**src/hw/fcs_pkg.sv**
```systemverilog
// Constants and types for the dual-bank NOR flash command sequencer host
package fcs_pkg;
   // Bus widths
   localparam int ADDR_W = 20;
   localparam int DATA_W = 16;
   // Clock and timing
   localparam int CLK_NS         = 100;
   localparam int STROBE_LOW_NS  = 200;
   localparam int STROBE_HIGH_NS = 200;
   localparam int READ_NS        = 300;
   localparam int STROBE_LOW_CYC =
      (STROBE_LOW_NS + CLK_NS - 1) / CLK_NS;
   localparam int STROBE_HIGH_CYC =
      (STROBE_HIGH_NS + CLK_NS - 1) / CLK_NS;
   localparam int READ_CYC = (READ_NS + CLK_NS - 1) / CLK_NS;
   localparam logic [3:0] STROBE_LOW_C  = 4'(STROBE_LOW_CYC);
   localparam logic [3:0] STROBE_HIGH_C = 4'(STROBE_HIGH_CYC);
   localparam logic [3:0] READ_C        = 4'(READ_CYC);
   // Unlock table, supplied from the device's standard command table
   localparam logic [19:0] UNLOCK_A1 = 20'h00555;
   localparam logic [19:0] UNLOCK_A2 = 20'h002AA;
   localparam logic [15:0] UNLOCK_D1 = 16'h00AA;
   localparam logic [15:0] UNLOCK_D2 = 16'h0055;
   localparam logic [15:0] CMD_PROG  = 16'h00A0;
   localparam logic [15:0] CMD_ERASE = 16'h0080;
   // Final erase commands
   localparam logic [15:0] CMD_SECTOR = 16'h0050;
   localparam logic [15:0] CMD_BLOCK  = 16'h0030;
   localparam logic [15:0] CMD_CHIP   = 16'h0010;
   localparam logic [19:0] CHIP_ADDR  = 20'h00555;
   // Status bit positions
   localparam int INV_DATA_BIT = 7;
   localparam int TOGGLE_BIT   = 6;
   // Operation codes at the user port
   typedef enum logic [2:0] {
      FCS_OP_READ   = 3'h0,
      FCS_OP_PROG   = 3'h1,
      FCS_OP_SECTOR = 3'h2,
      FCS_OP_BLOCK  = 3'h3,
      FCS_OP_CHIP   = 3'h4
   } fcs_op_t;
   // Sequencer states, gray along the write path except the return from polling to idle
   typedef enum logic [2:0] {
      FCS_IDLE  = 3'b000,
      FCS_SETUP = 3'b001,
      FCS_LOW   = 3'b011,
      FCS_HIGH  = 3'b010,
      FCS_POLL  = 3'b110,
      FCS_READ  = 3'b111
   } fcs_state_t;
endpackage

```
**src/hw/fcs_host.sv**
```systemverilog
// Host controller driving a dual-bank NOR flash through its pins
// Function
// - Write: strobe write low under chip select
// - Program: three unlock cycles, then data
// - Sector erase: six cycles, 50H last
// - Block erase: six cycles, 30H last
// - Chip erase: six cycles, 10H at 555H
// - Status only from busy bank
`timescale 1ns/1ns
module fcs_host
   import fcs_pkg::*;
(
   // Clock and reset
   input  wire logic                    core_clk,
   input  wire logic                    rst_b,
   // User request
   input  wire logic                    req_valid,
   output wire logic                    req_ready,
   input  wire fcs_pkg::fcs_op_t        req_op,
   input  wire logic [fcs_pkg::ADDR_W-1:0] req_addr,
   input  wire logic [fcs_pkg::DATA_W-1:0] req_data,
   input  wire logic                    byte_mode,
   input  wire logic                    flash_reset_req,
   // User answer
   output logic                         done,
   output logic                         rd_valid,
   output logic [fcs_pkg::DATA_W-1:0]   rd_data,
   // Flash pins
   output logic                         chip_sel_n,
   output logic                         write_n,
   output logic                         out_en_n,
   output logic                         flash_rst_n,
   output logic                         byte_n,
   output logic [fcs_pkg::ADDR_W-1:0]   addr,
   output logic [fcs_pkg::DATA_W-1:0]   dq_o,
   output logic                         dq_oe,
   input  wire logic [fcs_pkg::DATA_W-1:0] dq_i,
   input  wire logic                    done_flag_n
);
   import fcs_pkg::*;

   fcs_state_t         state_r, state_nxt; // Sequencer state
   fcs_op_t            op_r;               // Captured operation
   logic [2:0]         cyc_r;              // Bus cycle index in sequence
   logic [3:0]         cnt_r;              // Strobe timing counter
   logic [ADDR_W-1:0]  taddr_r;            // Target address
   logic [DATA_W-1:0]  tdata_r;            // Target data
   logic               tog_prev_r;         // Previous toggle bit sample
   logic               first_poll_r;       // No earlier poll sample yet
   logic [DATA_W-1:0]  dq_s1_r, dq_s2_r;   // Data synchroniser
   logic               rb_s1_r, rb_s2_r;   // Done flag synchroniser

   // Number of bus cycles in the sequence
   function automatic logic [2:0] seq_len(input fcs_op_t op);
      seq_len = (op == FCS_OP_PROG) ? 3'd4 : 3'd6;
   endfunction

   // Address and data for one cycle of a command sequence
   function automatic logic [35:0] seq_word(input fcs_op_t op,
      input logic [2:0] c, input logic [ADDR_W-1:0] a,
      input logic [DATA_W-1:0] d);
      logic [15:0] last_cmd;
      last_cmd = (op == FCS_OP_SECTOR) ? CMD_SECTOR :
                 (op == FCS_OP_BLOCK)  ? CMD_BLOCK  : CMD_CHIP;
      case (c)
         3'd0, 3'd3: seq_word = {UNLOCK_A1, UNLOCK_D1};
         3'd1, 3'd4: seq_word = {UNLOCK_A2, UNLOCK_D2};
         3'd2: seq_word = {UNLOCK_A1,
                           (op == FCS_OP_PROG) ? CMD_PROG : CMD_ERASE};
         default: begin
            if (op == FCS_OP_CHIP)
               seq_word = {CHIP_ADDR, CMD_CHIP};
            else if (op == FCS_OP_PROG)
               seq_word = {a, d};
            else
               seq_word = {a, last_cmd};
         end
      endcase
      // Program's fourth cycle is index 3
      if (op == FCS_OP_PROG && c == 3'd3)
         seq_word = {a, d};
   endfunction

   wire        is_write   = (op_r != FCS_OP_READ);
   wire [2:0]  nxt_cyc    = (state_r == FCS_HIGH) ? cyc_r + 3'd1 : cyc_r;
   wire [35:0] cur_word   = seq_word(op_r, nxt_cyc, taddr_r, tdata_r);
   wire        last_cyc   = (cyc_r == seq_len(op_r) - 3'd1);
   wire        cnt_done   = (cnt_r == 4'h1);
   wire        busy_pin   = ~rb_s2_r;
   // Polling finishes when toggle bit stops and done flag is high
   wire        tog_stable = (dq_s2_r[TOGGLE_BIT] == tog_prev_r);
   wire        poll_done  = ~first_poll_r & tog_stable & ~busy_pin;

   assign req_ready = (state_r == FCS_IDLE);

   // Two flops on all inputs from the flash
   always_ff @(posedge core_clk) begin
      dq_s1_r <= dq_i;
      dq_s2_r <= dq_s1_r;
      rb_s1_r <= done_flag_n;
      rb_s2_r <= rb_s1_r;
   end

   // Next state
   always_comb begin
      state_nxt = state_r;
      case (state_r)
         FCS_IDLE:  if (req_valid) state_nxt = FCS_SETUP;
         FCS_SETUP: state_nxt = is_write ? FCS_LOW : FCS_READ;
         FCS_LOW:   if (cnt_done) state_nxt = FCS_HIGH;
         FCS_HIGH: begin
            if (cnt_done)
               state_nxt = last_cyc ? FCS_POLL : FCS_LOW;
         end
         FCS_POLL:  if (cnt_done && poll_done) state_nxt = FCS_IDLE;
         FCS_READ:  if (cnt_done) state_nxt = FCS_IDLE;
         default:   state_nxt = FCS_IDLE;
      endcase
   end

   // Sequencer registers
   always_ff @(posedge core_clk) begin
      if (!rst_b) begin
         state_r      <= FCS_IDLE;
         op_r         <= FCS_OP_READ;
         cyc_r        <= 3'd0;
         cnt_r        <= 4'h0;
         taddr_r      <= '0;
         tdata_r      <= '0;
         tog_prev_r   <= 1'b0;
         first_poll_r <= 1'b1;
         done         <= 1'b0;
         rd_valid     <= 1'b0;
         rd_data      <= '0;
      end else begin
         state_r  <= state_nxt;
         done     <= 1'b0;
         rd_valid <= 1'b0;
         cnt_r    <= cnt_done ? 4'h0 : cnt_r - 4'h1;
         case (state_r)
            FCS_IDLE: begin
               // Chip erase under write protect would be dropped anyway
               if (req_valid) begin
                  op_r    <= req_op;
                  taddr_r <= req_addr;
                  tdata_r <= req_data;
               end
               cyc_r <= 3'd0;
            end
            FCS_SETUP: begin
               cnt_r        <= is_write ? STROBE_LOW_C : READ_C;
               first_poll_r <= 1'b1;
            end
            FCS_LOW: if (cnt_done) cnt_r <= STROBE_HIGH_C;
            FCS_HIGH: begin
               if (cnt_done) begin
                  cyc_r <= cyc_r + 3'd1;
                  cnt_r <= last_cyc ? READ_C : STROBE_LOW_C;
               end
            end
            FCS_POLL: begin
               // Sample status at the target, inside the busy bank
               if (cnt_done) begin
                  tog_prev_r   <= dq_s2_r[TOGGLE_BIT];
                  first_poll_r <= 1'b0;
                  cnt_r        <= READ_C + 4'h1; // Gap cycle
                  done         <= poll_done;
               end
            end
            FCS_READ: begin
               if (cnt_done) begin
                  rd_valid <= 1'b1;
                  rd_data  <= byte_mode ? {8'h00, dq_s2_r[7:0]} : dq_s2_r;
               end
            end
            default: ;
         endcase
      end
   end

   // Flash pin drive, registered
   always_ff @(posedge core_clk) begin
      if (!rst_b) begin
         chip_sel_n  <= 1'b1;
         write_n     <= 1'b1;
         out_en_n    <= 1'b1;
         flash_rst_n <= 1'b0;
         byte_n      <= 1'b1;
         addr        <= '0;
         dq_o        <= '0;
         dq_oe       <= 1'b0;
      end else begin
         flash_rst_n <= ~flash_reset_req;
         byte_n      <= ~byte_mode;
         // Chip select held low across the strobe
         chip_sel_n  <= ~(state_nxt == FCS_LOW || state_nxt == FCS_HIGH ||
                          state_nxt == FCS_POLL || state_nxt == FCS_READ);
         write_n     <= ~(state_nxt == FCS_LOW);
         out_en_n    <= (state_r == FCS_POLL && cnt_done) |
                        ~(state_nxt == FCS_POLL || state_nxt == FCS_READ);
         dq_oe       <= (state_nxt == FCS_LOW || state_nxt == FCS_HIGH) &&
                        state_r != FCS_POLL;
         if (state_nxt == FCS_LOW) begin
            addr <= cur_word[35:16];
            dq_o <= cur_word[15:0];
         end else if (state_nxt == FCS_READ || state_nxt == FCS_POLL) begin
            addr <= taddr_r;
         end
      end
   end

   // Write strobe never low without chip select
   property p_strobe_sel;
      @(posedge core_clk) disable iff (!rst_b) !write_n |-> !chip_sel_n;
   endproperty
   a_strobe_sel: assert property (p_strobe_sel)
      else $error("write strobe low without chip select");

   // No bus contention with output enable
   property p_no_fight;
      @(posedge core_clk) disable iff (!rst_b) dq_oe |-> out_en_n;
   endproperty
   a_no_fight: assert property (p_no_fight)
      else $error("host drives data while flash output enabled");

   // Data stable while strobe low
   property p_data_hold;
      @(posedge core_clk) disable iff (!rst_b)
         (!write_n && $past(!write_n)) |-> $stable(dq_o) && $stable(addr);
   endproperty
   a_data_hold: assert property (p_data_hold)
      else $error("address or data moved during write strobe");

   // Strobe low lasts its count
   property p_low_len;
      @(posedge core_clk) disable iff (!rst_b)
         $fell(write_n) |-> !write_n [*2];
   endproperty
   a_low_len: assert property (p_low_len)
      else $error("write strobe pulse too short");

   // Done only after polling
   property p_done_poll;
      @(posedge core_clk) disable iff (!rst_b)
         done |-> $past(state_r) == FCS_POLL && !busy_pin;
   endproperty
   a_done_poll: assert property (p_done_poll)
      else $error("done raised outside polling or while busy");

   // Reset pin follows request
   property p_rst_pin;
      @(posedge core_clk) disable iff (!rst_b)
         flash_reset_req |=> !flash_rst_n;
   endproperty
   a_rst_pin: assert property (p_rst_pin)
      else $error("flash reset pin not asserted");

   // Last program cycle carries user data
   property p_prog_data;
      @(posedge core_clk) disable iff (!rst_b)
         ($fell(write_n) && op_r == FCS_OP_PROG && cyc_r == 3'd3)
            |-> dq_o == tdata_r && addr == taddr_r;
   endproperty
   a_prog_data: assert property (p_prog_data)
      else $error("program data cycle wrong");

   // Chip erase ends with its command at its address
   property p_chip_cmd;
      @(posedge core_clk) disable iff (!rst_b)
         ($fell(write_n) && op_r == FCS_OP_CHIP && cyc_r == 3'd5)
            |-> dq_o == CMD_CHIP && addr == CHIP_ADDR;
   endproperty
   a_chip_cmd: assert property (p_chip_cmd)
      else $error("chip erase final cycle wrong");

   c_prog:  cover property (@(posedge core_clk) done && op_r == FCS_OP_PROG);
   c_sect:  cover property (@(posedge core_clk) done && op_r == FCS_OP_SECTOR);
   c_read:  cover property (@(posedge core_clk) rd_valid);
   c_chip:  cover property (@(posedge core_clk) done && op_r == FCS_OP_CHIP);
endmodule

```
**config.mk**
```make
export PLATFORM = sky130hd
export DESIGN_NAME = fcs_host
export DESIGN_NICKNAME = d
export VERILOG_FILES = /design/src/hw/fcs_pkg.sv /design/src/hw/fcs_host.sv
export SDC_FILE = /design/constraint.sdc
export NUM_CORES = 1
export LEC_CHECK = 0
export BUFFER_PORTS_ARGS = -buffer_cell sky130_fd_sc_hd__buf_2
export CORE_MARGIN = 3
export CORE_UTILIZATION = 35
export CTS_CLUSTER_DIAMETER = 30
export DETAILED_ROUTE_END_ITERATION = 8
export PLACE_DENSITY = 0.53
export SETUP_SLACK_MARGIN = 0.2
export SYNTH_ARGS = -nofsm -noshare
export SYNTH_HDL_FRONTEND = slang
export SYNTH_SLANG_ARGS = --single-unit
```
**constraint.sdc**
```tcl
create_clock -name core_clk -period 3.35 [get_ports core_clk]
set_clock_uncertainty 0.15 [all_clocks]
set_input_delay 0.67 -clock core_clk [delete_from_list [all_inputs] [get_ports core_clk]]
set_output_delay 0.67 -clock core_clk [all_outputs]
set_load 0.02 [all_outputs]
```
==> out/metrics.csv, run 1 <==
stage;metric;value;unit
outcome;status;complete, no violations;
setup_path;CP top delay family;simple AND/OR/NAND/NOR gates;
final_layout;register area;2900;um^2
setup_path;Reg2Reg Depth;7;
yosys;cell area after synthesis;5270;um^2
hold_path;hold depth;0;
yosys;flip-flop and latch count after synthesis;145;
sta;Sum Neg Setup Slack;0;ns
final_layout;area taken by multi-input logic gates;2120;um^2
clock_network;# resized after CTS;0;
sta;RSZ-0062 raised after global routing;false;
final_layout;n_diodes;0;
clock_network;CTS tree;yes;
clock_network;CTS clk-pin slew, worst paths;0.06;ns
global_routing;pin count of the biggest net entering global routing;40;
global_routing;GRT Util Overall;0.161;
final_layout;Final nets;757;
setup_path;Critical Path Slowest Stage Cell;dfxtp_1;
clock_network;clk_lat worst skew;0.41;ns
floorplanning;io pins;122;
yosys;synth warn;0;
job;number of max-cap violations;0;
sta;worst rel slew slack;0.496;
floorplanning;# rows;44;
clock_network;post-CTS setup buffers;0;
sta;Final setup viols;0;
hold_path;worst hold path class;reg2reg;
final_layout;most frequent cells in the layout;dfxtp_1 (145), nand2_1 (126), buf_2 (121);
floorplanning;Initial Util;0.360;
yosys;Seq/Total Area, Yosys;0.550;
routing;Post-Route WL;13300;um
floorplanning;Die W;129;um
clock_network;clock tree buffer depth;2;
global_routing;first-pass GRT wire length;21500;um
yosys;synthesized net count;642;
final_layout;Area Overhead vs Synth;25.5;%
global_routing;antenna violations before repair;0;
final_layout;most common cell after layout, fill and taps aside;dfxtp_1;
power;Pwr Density;757;nW/um^2
power;leak pwr;2.75;nW
yosys;count of different cell masters after synthesis;59;
setup_path;WP data arrival;2.82;ns
sta;Least-Margin Pin Slew;0.746;ns
setup_path;largest stage delay on the critical path;0.58;ns
routing;Vias;4429;
yosys;ys async rst share;0;
sta;Final min period;2.69;ns
setup_path;CP Launch Type;flop;
routing;DRT Pass-1 Iters;4;
clock_network;H-tree Lvls;4;
floorplanning;Die Height;129;um
clock_network;CTS buffer count;17;
routing;via-per-instance ratio;4.98;
final_layout;fin util;0.452;
yosys;Synth Area per Inst;9.14;um^2
floorplanning;Die Footprint;16600;um^2
global_routing;grt total ovfl;0;
routing;wire per inst;15.0;um
setup_path;Buf/Inv on CP;1;
clock_network;clock sink count;145;
sta;final-report max-slew violation count;0;
placement;global placement routability congestion;0.818;
power;Max IR drop VDD;0.000395;V
placement;hpwl dp;9400;um
routing;Final ANT Viol Nets;0;
final_layout;Layout fillers;1476;
yosys;Post-synth EDFFs;0;
setup_path;setup slack, reg-to-reg;0.66;ns
setup_path;worst reg2reg endpoint;addr[9]$_SDFFE_PN0P_;
setup_path;RR Startpoint;state_r[1]$_SDFF_PN0_;
setup_path;worst-path fanout max;15;
setup_path;CP endpoint kind;flop;
routing;DRT iter0 DRCs;189;
setup_path;worst setup path class;reg2reg;
setup_path;CP required;3.48;ns
global_routing;vias in the first global route;4360;
hold_path;min-delay src;dq_s1_r[4]$_DFF_P_;
hold_path;hold endpoint;dq_s2_r[4]$_DFF_P_;
setup_path;critical path, cell by cell;or3b_4 -> inv_1 -> ha_1 -> xnor3_1 -> and2_1 -> o211ai_1 -> o22ai_1;
floorplanning;Core ar.;14600;um^2
clock_network;cts hold-fix bufs;0;
final_layout;share of cells above drive strength 1;0.255;
sta;Final Hold Violating Endpoints;0;
yosys;Most used DFF post-synth;dfxtp_1;
clock_network;CTS root buffer;clkbuf_16;
power;overall power;5.01;mW
sta;crit share post-route;0.803;
yosys;Cells after Synth;577;
placement;Port Buffers;121;
sta;maximum clock rate;372;MHz
routing;DRC viols;0;
worst reg2reg max path, stage by stage, from the launching register on:
cell	delay, ns
dfxtp_1	0.58
or3b_4	0.47
inv_1	0.07
ha_1	0.31
xnor3_1	0.38
and2_1	0.20
o211ai_1	0.26
o22ai_1	0.12
kinds of logic (layout without fill, tap and decap cells):
kind of cell	Yosys count	in the layout	synth area share
AOI/OAI and AO/OA	142	142	0.172
muxes	8	8	0.0157
buffers and inverters	60	188	0.0484
DFF	145	145	0.550
and+or+nand+nor	212	212	0.189
xor gates and xnor gates	5	5	0.0123
adders and majority gates	5	5	0.0116
power breakdown:
part | switching (mW) | leakage (nW) | internal, mW
clock network | 0.752 | 0.278 | 1.13
logic | 0.673 | 1.28 | 0.396
registers | 0.144 | 1.19 | 1.92
per-stage QoR:
step / worst slack, ns / hold slack [ns] / cell area (um^2) / instances
after global routing: 0.472 / 0.179 / 6620 / 889
final: 0.660 / 0.175 / 6620 / 889
after floorplan: 0.956 / 0.160 / 5270 / 577
after detailed placement: 0.695 / 0.162 / 6020 / 857
after CTS: 0.679 / 0.177 / 6620 / 889
after global placement: 0.742 / 0.161 / 6020 / 857
worst max path at each step:
stage / startpoint / endpoint / slack [ns] / cells after the start
after floorplan: state_r[0]$_SDFF_PN0_ / addr[9]$_SDFFE_PN0P_ / 0.96 / 9
after global placement: state_r[1]$_SDFF_PN0_ / addr[9]$_SDFFE_PN0P_ / 0.74 / 7
after detailed placement: state_r[1]$_SDFF_PN0_ / addr[9]$_SDFFE_PN0P_ / 0.69 / 7
after CTS: state_r[1]$_SDFF_PN0_ / addr[9]$_SDFFE_PN0P_ / 0.68 / 7
after global routing: state_r[1]$_SDFF_PN0_ / addr[3]$_SDFFE_PN0P_ / 0.47 / 7
final: state_r[1]$_SDFF_PN0_ / addr[9]$_SDFFE_PN0P_ / 0.66 / 7
synth_stat cells, types with 3 or more instances:
cell	instances	share of area
nand4_1	4	0.0047
a22oi_1	4	0.0057
nand3b_1	9	0.013
buf_2	12	0.011
nand2b_1	3	0.0036
mux2i_1	6	0.011
a31oi_1	6	0.0071
a21oi_1	71	0.067
a32oi_1	3	0.0050
dfxtp_1	145	0.55
and2_1	3	0.0036
o21ai_0	11	0.010
a32o_1	8	0.015
and3b_1	4	0.0066
clkbuf_1	20	0.014
ha_1	4	0.0095
or3_1	4	0.0047
nand2_1	126	0.090
nor3_1	3	0.0028
nand3_1	18	0.017
inv_1	24	0.017
o22ai_1	18	0.021
nor2_1	22	0.016
layer usage:
metal,track usage,share of wire,vias up
met3,0.0610,0.072,16
met5,0,0,-
li1,-,-,2226
met1,0.207,0.46,2064
met2,0.255,0.45,123
met4,0.0469,0.012,0
state kept, by name, indices dropped and copies added (netlist names), 3 cells and up:
name     flops
addr        20
cnt_r        4
cyc_r        3
dq_o        16
dq_s1_r     16
dq_s2_r     16
op_r         3
rd_data     16
state_r      3
taddr_r     20
tdata_r     16
final cells by class:
| cell class | count | area share |
|---|---|---|
| Multi-Input combinational cell | 372 | 0.320 |
| Clock buffer | 19 | 0.0669 |
| Tap cell | 184 | 0.0348 |
| Sequential cell | 145 | 0.439 |
| Clock inverter | 13 | 0.0229 |
| Timing Repair Buffer | 131 | 0.103 |
| Inverter | 25 | 0.0142 |
No activity file was read; power rests on OpenSTA's default activity.
==> run 2: changes to the inputs <==
--- a/config.mk
+++ b/config.mk
@@ -5,12 +5,13 @@
 export SDC_FILE = /design/constraint.sdc
 export NUM_CORES = 1
 export LEC_CHECK = 0
+export ABC_AREA = 1
 export BUFFER_PORTS_ARGS = -buffer_cell sky130_fd_sc_hd__buf_2
 export CORE_MARGIN = 3
 export CORE_UTILIZATION = 35
 export CTS_CLUSTER_DIAMETER = 30
 export DETAILED_ROUTE_END_ITERATION = 8
-export PLACE_DENSITY = 0.53
+export PLACE_DENSITY = 0.54
 export SETUP_SLACK_MARGIN = 0.2
 export SYNTH_ARGS = -nofsm -noshare
 export SYNTH_HDL_FRONTEND = slang
==> constraint.sdc (replaced) <==
create_clock -name core_clk -period 2.4 [get_ports core_clk]
set_clock_uncertainty 0.15 [all_clocks]
set_input_delay 0.48 -clock core_clk [delete_from_list [all_inputs] [get_ports core_clk]]
set_output_delay 0.48 -clock core_clk [all_outputs]
set_load 0.02 [all_outputs]
==> out/metrics.csv, run 2 <==
stage;metric;value;unit
placement;placed insts;1052;
floorplanning;# rows;46;
power;Internal;5.65;mW
sta;final-report max-slew violation count;0;
clock_network;clk_lat worst skew;0.43;ns
routing;via-per-instance ratio;4.64;
yosys;ranking of synthesized cells by area;dfxtp_1 (51%), nand2_1 (8.9%), o21ai_0 (5.7%);
sta;Sum Neg Setup Slack;0;ns
floorplanning;Die Height;134;um
routing;DRC viols;0;
power;Max IR drop VDD;0.000622;V
final_layout;biggest regs;addr x20, taddr_r x20;
clock_network;CTS clk-pin slew, worst paths;0.07;ns
setup_path;WP data arrival;2.27;ns
setup_path;CP Launch Type;flop;
routing;DRT Pass-1 Iters;4;
sta;maximum clock rate;479;MHz
final_layout;most frequent cells in the layout;dfxtp_1 (142), nand2_1 (136), buf_2 (121);
yosys;Synth Area per Inst;7.82;um^2
global_routing;GRT Util Overall;0.164;
hold_path;hold endpoint;dq_s1_r[5]$_DFF_P_;
yosys;Cells after Synth;735;
setup_path;CP dominant cell by count;nand2_1;
clock_network;CTS tree;yes;
routing;Post-Route WL;15700;um
setup_path;Reg2Reg Depth;14;
clock_network;H-tree Lvls;4;
yosys;cell taking the most area after synthesis;dfxtp_1;
global_routing;vias in the first global route;4735;
outcome;status;complete, no violations;
floorplanning;Core ar.;16000;um^2
setup_path;setup slack, reg-to-reg;0.31;ns
final_layout;share of cells above drive strength 1;0.267;
global_routing;grt total ovfl;0;
placement;dpl cell area;6540;um^2
floorplanning;Die Footprint;18000;um^2
floorplanning;io pins;122;
placement;hpwl dp;9470;um
setup_path;worst reg2reg endpoint;addr[17]$_SDFFE_PN0P_;
power;overall power;9.28;mW
yosys;Most used DFF post-synth;dfxtp_1;
setup_path;Buf/Inv on CP;3;
power;switching share of power;0.391;
floorplanning;Initial Util;0.359;
yosys;flip-flop and latch count after synthesis;145;
final_layout;fin area;7630;um^2
yosys;cell area after synthesis;5740;um^2
placement;global placement routability congestion;0.785;
yosys;synth warn;0;
global_routing;first-pass GRT wire length;23600;um
final_layout;n_diodes;0;
sta;Least-Margin Pin Slew;0.610;ns
sta;worst rel slew slack;0.593;
routing;Vias;5210;
setup_path;CP top delay family;simple AND/OR/NAND/NOR gates;
power;Clock Power Share;0.289;
clock_network;clock tree buffer depth;2;
yosys;ys async rst share;0;
setup_path;RR Startpoint;cnt_r[1]$_SDFF_PN0_;
clock_network;CTS buffer count;17;
final_layout;area taken by multi-input logic gates;2480;um^2
yosys;Synth top cells by count;dfxtp_1 (145), nand2_1 (136), inv_1 (76), nor2_1 (73), o21ai_0 (65);
hold_path;hold depth;1;
final_layout;fin util;0.477;
power;Net Sw Power;3.63;mW
power;Pwr Density;1220;nW/um^2
sta;Final Hold Violating Endpoints;0;
power;leak pwr;3.59;nW
hold_path;worst hold path class;in2reg;
final_layout;Final nets;959;
final_layout;Finished Layout Cells;1123;
placement;Port Buffers;121;
global_routing;antenna violations before repair;1;
yosys;count of different cell masters after synthesis;36;
setup_path;largest stage delay on the critical path;0.31;ns
sta;Final setup viols;0;
setup_path;CP Depth;14;
final_layout;most common cell after layout, fill and taps aside;dfxtp_1;
hold_path;min-delay src;dq_i[5];
floorplanning;Die W;134;um
global_routing;pin count of the biggest net entering global routing;70;
power;Flop pwr share;0.340;
sta;Final min period;2.09;ns
routing;DRT iter0 DRCs;299;
yosys;synthesized net count;800;
yosys;Post-synth EDFFs;0;
power;Logic pwr share;0.372;
final_layout;register area;2910;um^2
routing;wire per inst;14.0;um
setup_path;Critical Path Slowest Stage Cell;dfxtp_1;
yosys;share of the synthesized area in the top cell type;0.505;
sta;RSZ-0062 raised after global routing;false;
job;number of max-cap violations;0;
clock_network;CTS root buffer;clkbuf_16;
setup_path;CP required;2.58;ns
clock_network;clock sink count;145;
setup_path;CP endpoint kind;flop;
routing;Final ANT Viol Nets;0;
sta;crit share post-route;0.869;
final_layout;Layout fillers;1614;
yosys;Seq/Total Area, Yosys;0.505;
final_layout;Area Overhead vs Synth;32.8;%
yosys;count leader, synth;dfxtp_1;
setup_path;worst setup path class;reg2reg;
setup_path;critical path, cell by cell;inv_2 -> ha_4 -> nand2_1 -> nor2_4 -> nand3_1 -> nand2_2 -> nand2_2 -> nor2_8 -> buf_6 -> nand3_4 -> nand2_1 -> nand3_1 -> nand2_1 -> inv_1;
setup_path;worst-path fanout max;7;
## run 2: cell families after synthesis
logic type,share of synthesized area
AOI/OAI and AO/OA,0.146
xor gates and xnor gates,0.00305
adders and majority gates,0.00871
buffers and inverters,0.0895
DFF,0.505
and+or+nand+nor,0.248
## run 2: through the flow
stage | hold slack [ns] | setup WS [ns]
2_1_floorplan | 0.160 | 0.477
3_3_place_gp | 0.160 | 0.184
3_5_place_dp | 0.162 | 0.127
4_1_cts | 0.00547 | 0.213
5_1_grt | 0.00380 | 0.181
6_report | 0.0259 | 0.313
## run 2: how the worst max path moves through the flow
stage	slack [ns]	startpoint	to
after global placement	0.18	cnt_r[1]$_SDFF_PN0_	addr[8]$_SDFFE_PN0P_
after CTS	0.21	state_r[0]$_SDFF_PN0_	addr[11]$_SDFFE_PN0P_
final	0.31	cnt_r[1]$_SDFF_PN0_	addr[17]$_SDFFE_PN0P_
after detailed placement	0.13	cnt_r[1]$_SDFF_PN0_	addr[4]$_SDFFE_PN0P_
after global routing	0.18	cnt_r[1]$_SDFF_PN0_	addr[17]$_SDFFE_PN0P_
after floorplan	0.48	cnt_r[1]$_SDFF_PN0_	addr[12]$_SDFFE_PN0P_
## run 2: worst reg2reg max path: cells and delay by family (launching register included)
family,cells,cell delay [ns]
and+or+nand+nor,10,1.16
adders and majority gates,1,0.13
buffers and inverters,3,0.24
DFF,1,0.31
## run 2: metal layers
layer	routed length, um	global-route usage	share of wire	up-vias
met5	9	0	0.00057	-
met4	126	0.0605	0.0080	2
met3	836	0.0488	0.053	11
met2	7110	0.246	0.45	117
met1	7640	0.223	0.49	2375
li1	-	-	-	2705
## run 2: cell type report
| type | count | share of cell area |
|---|---|---|
| tap | 216 | 0.0354 |
| timing repair buffer | 168 | 0.138 |
| clock buffer | 17 | 0.0558 |
| inverter | 85 | 0.0423 |
| clock inverter | 15 | 0.0221 |
| sequential | 145 | 0.381 |
| multi-input combinational | 477 | 0.325 |
## run 2: repair_timing
action	4_1_cts	5_1_grt
setup buffers	2	15
hold buffers	16	0
pin swaps	2	9
gates resized for setup	4	29
setup endpoints to repair	28	33
endpoints found under the hold margin	16	0
gates cloned	1	5
## run 2: power by group through the flow
stage / Clock, mW / Combinational (mW) / Sequential, mW
final: 2.68 / 3.45 / 3.15
after global routing: 2.85 / 3.83 / 3.20
after CTS: 2.73 / 3.05 / 3.13
after detailed placement: 0 / 2.93 / 3.18
after global placement: 0 / 2.92 / 3.18
after floorplan: 0 / 1.92 / 3.42
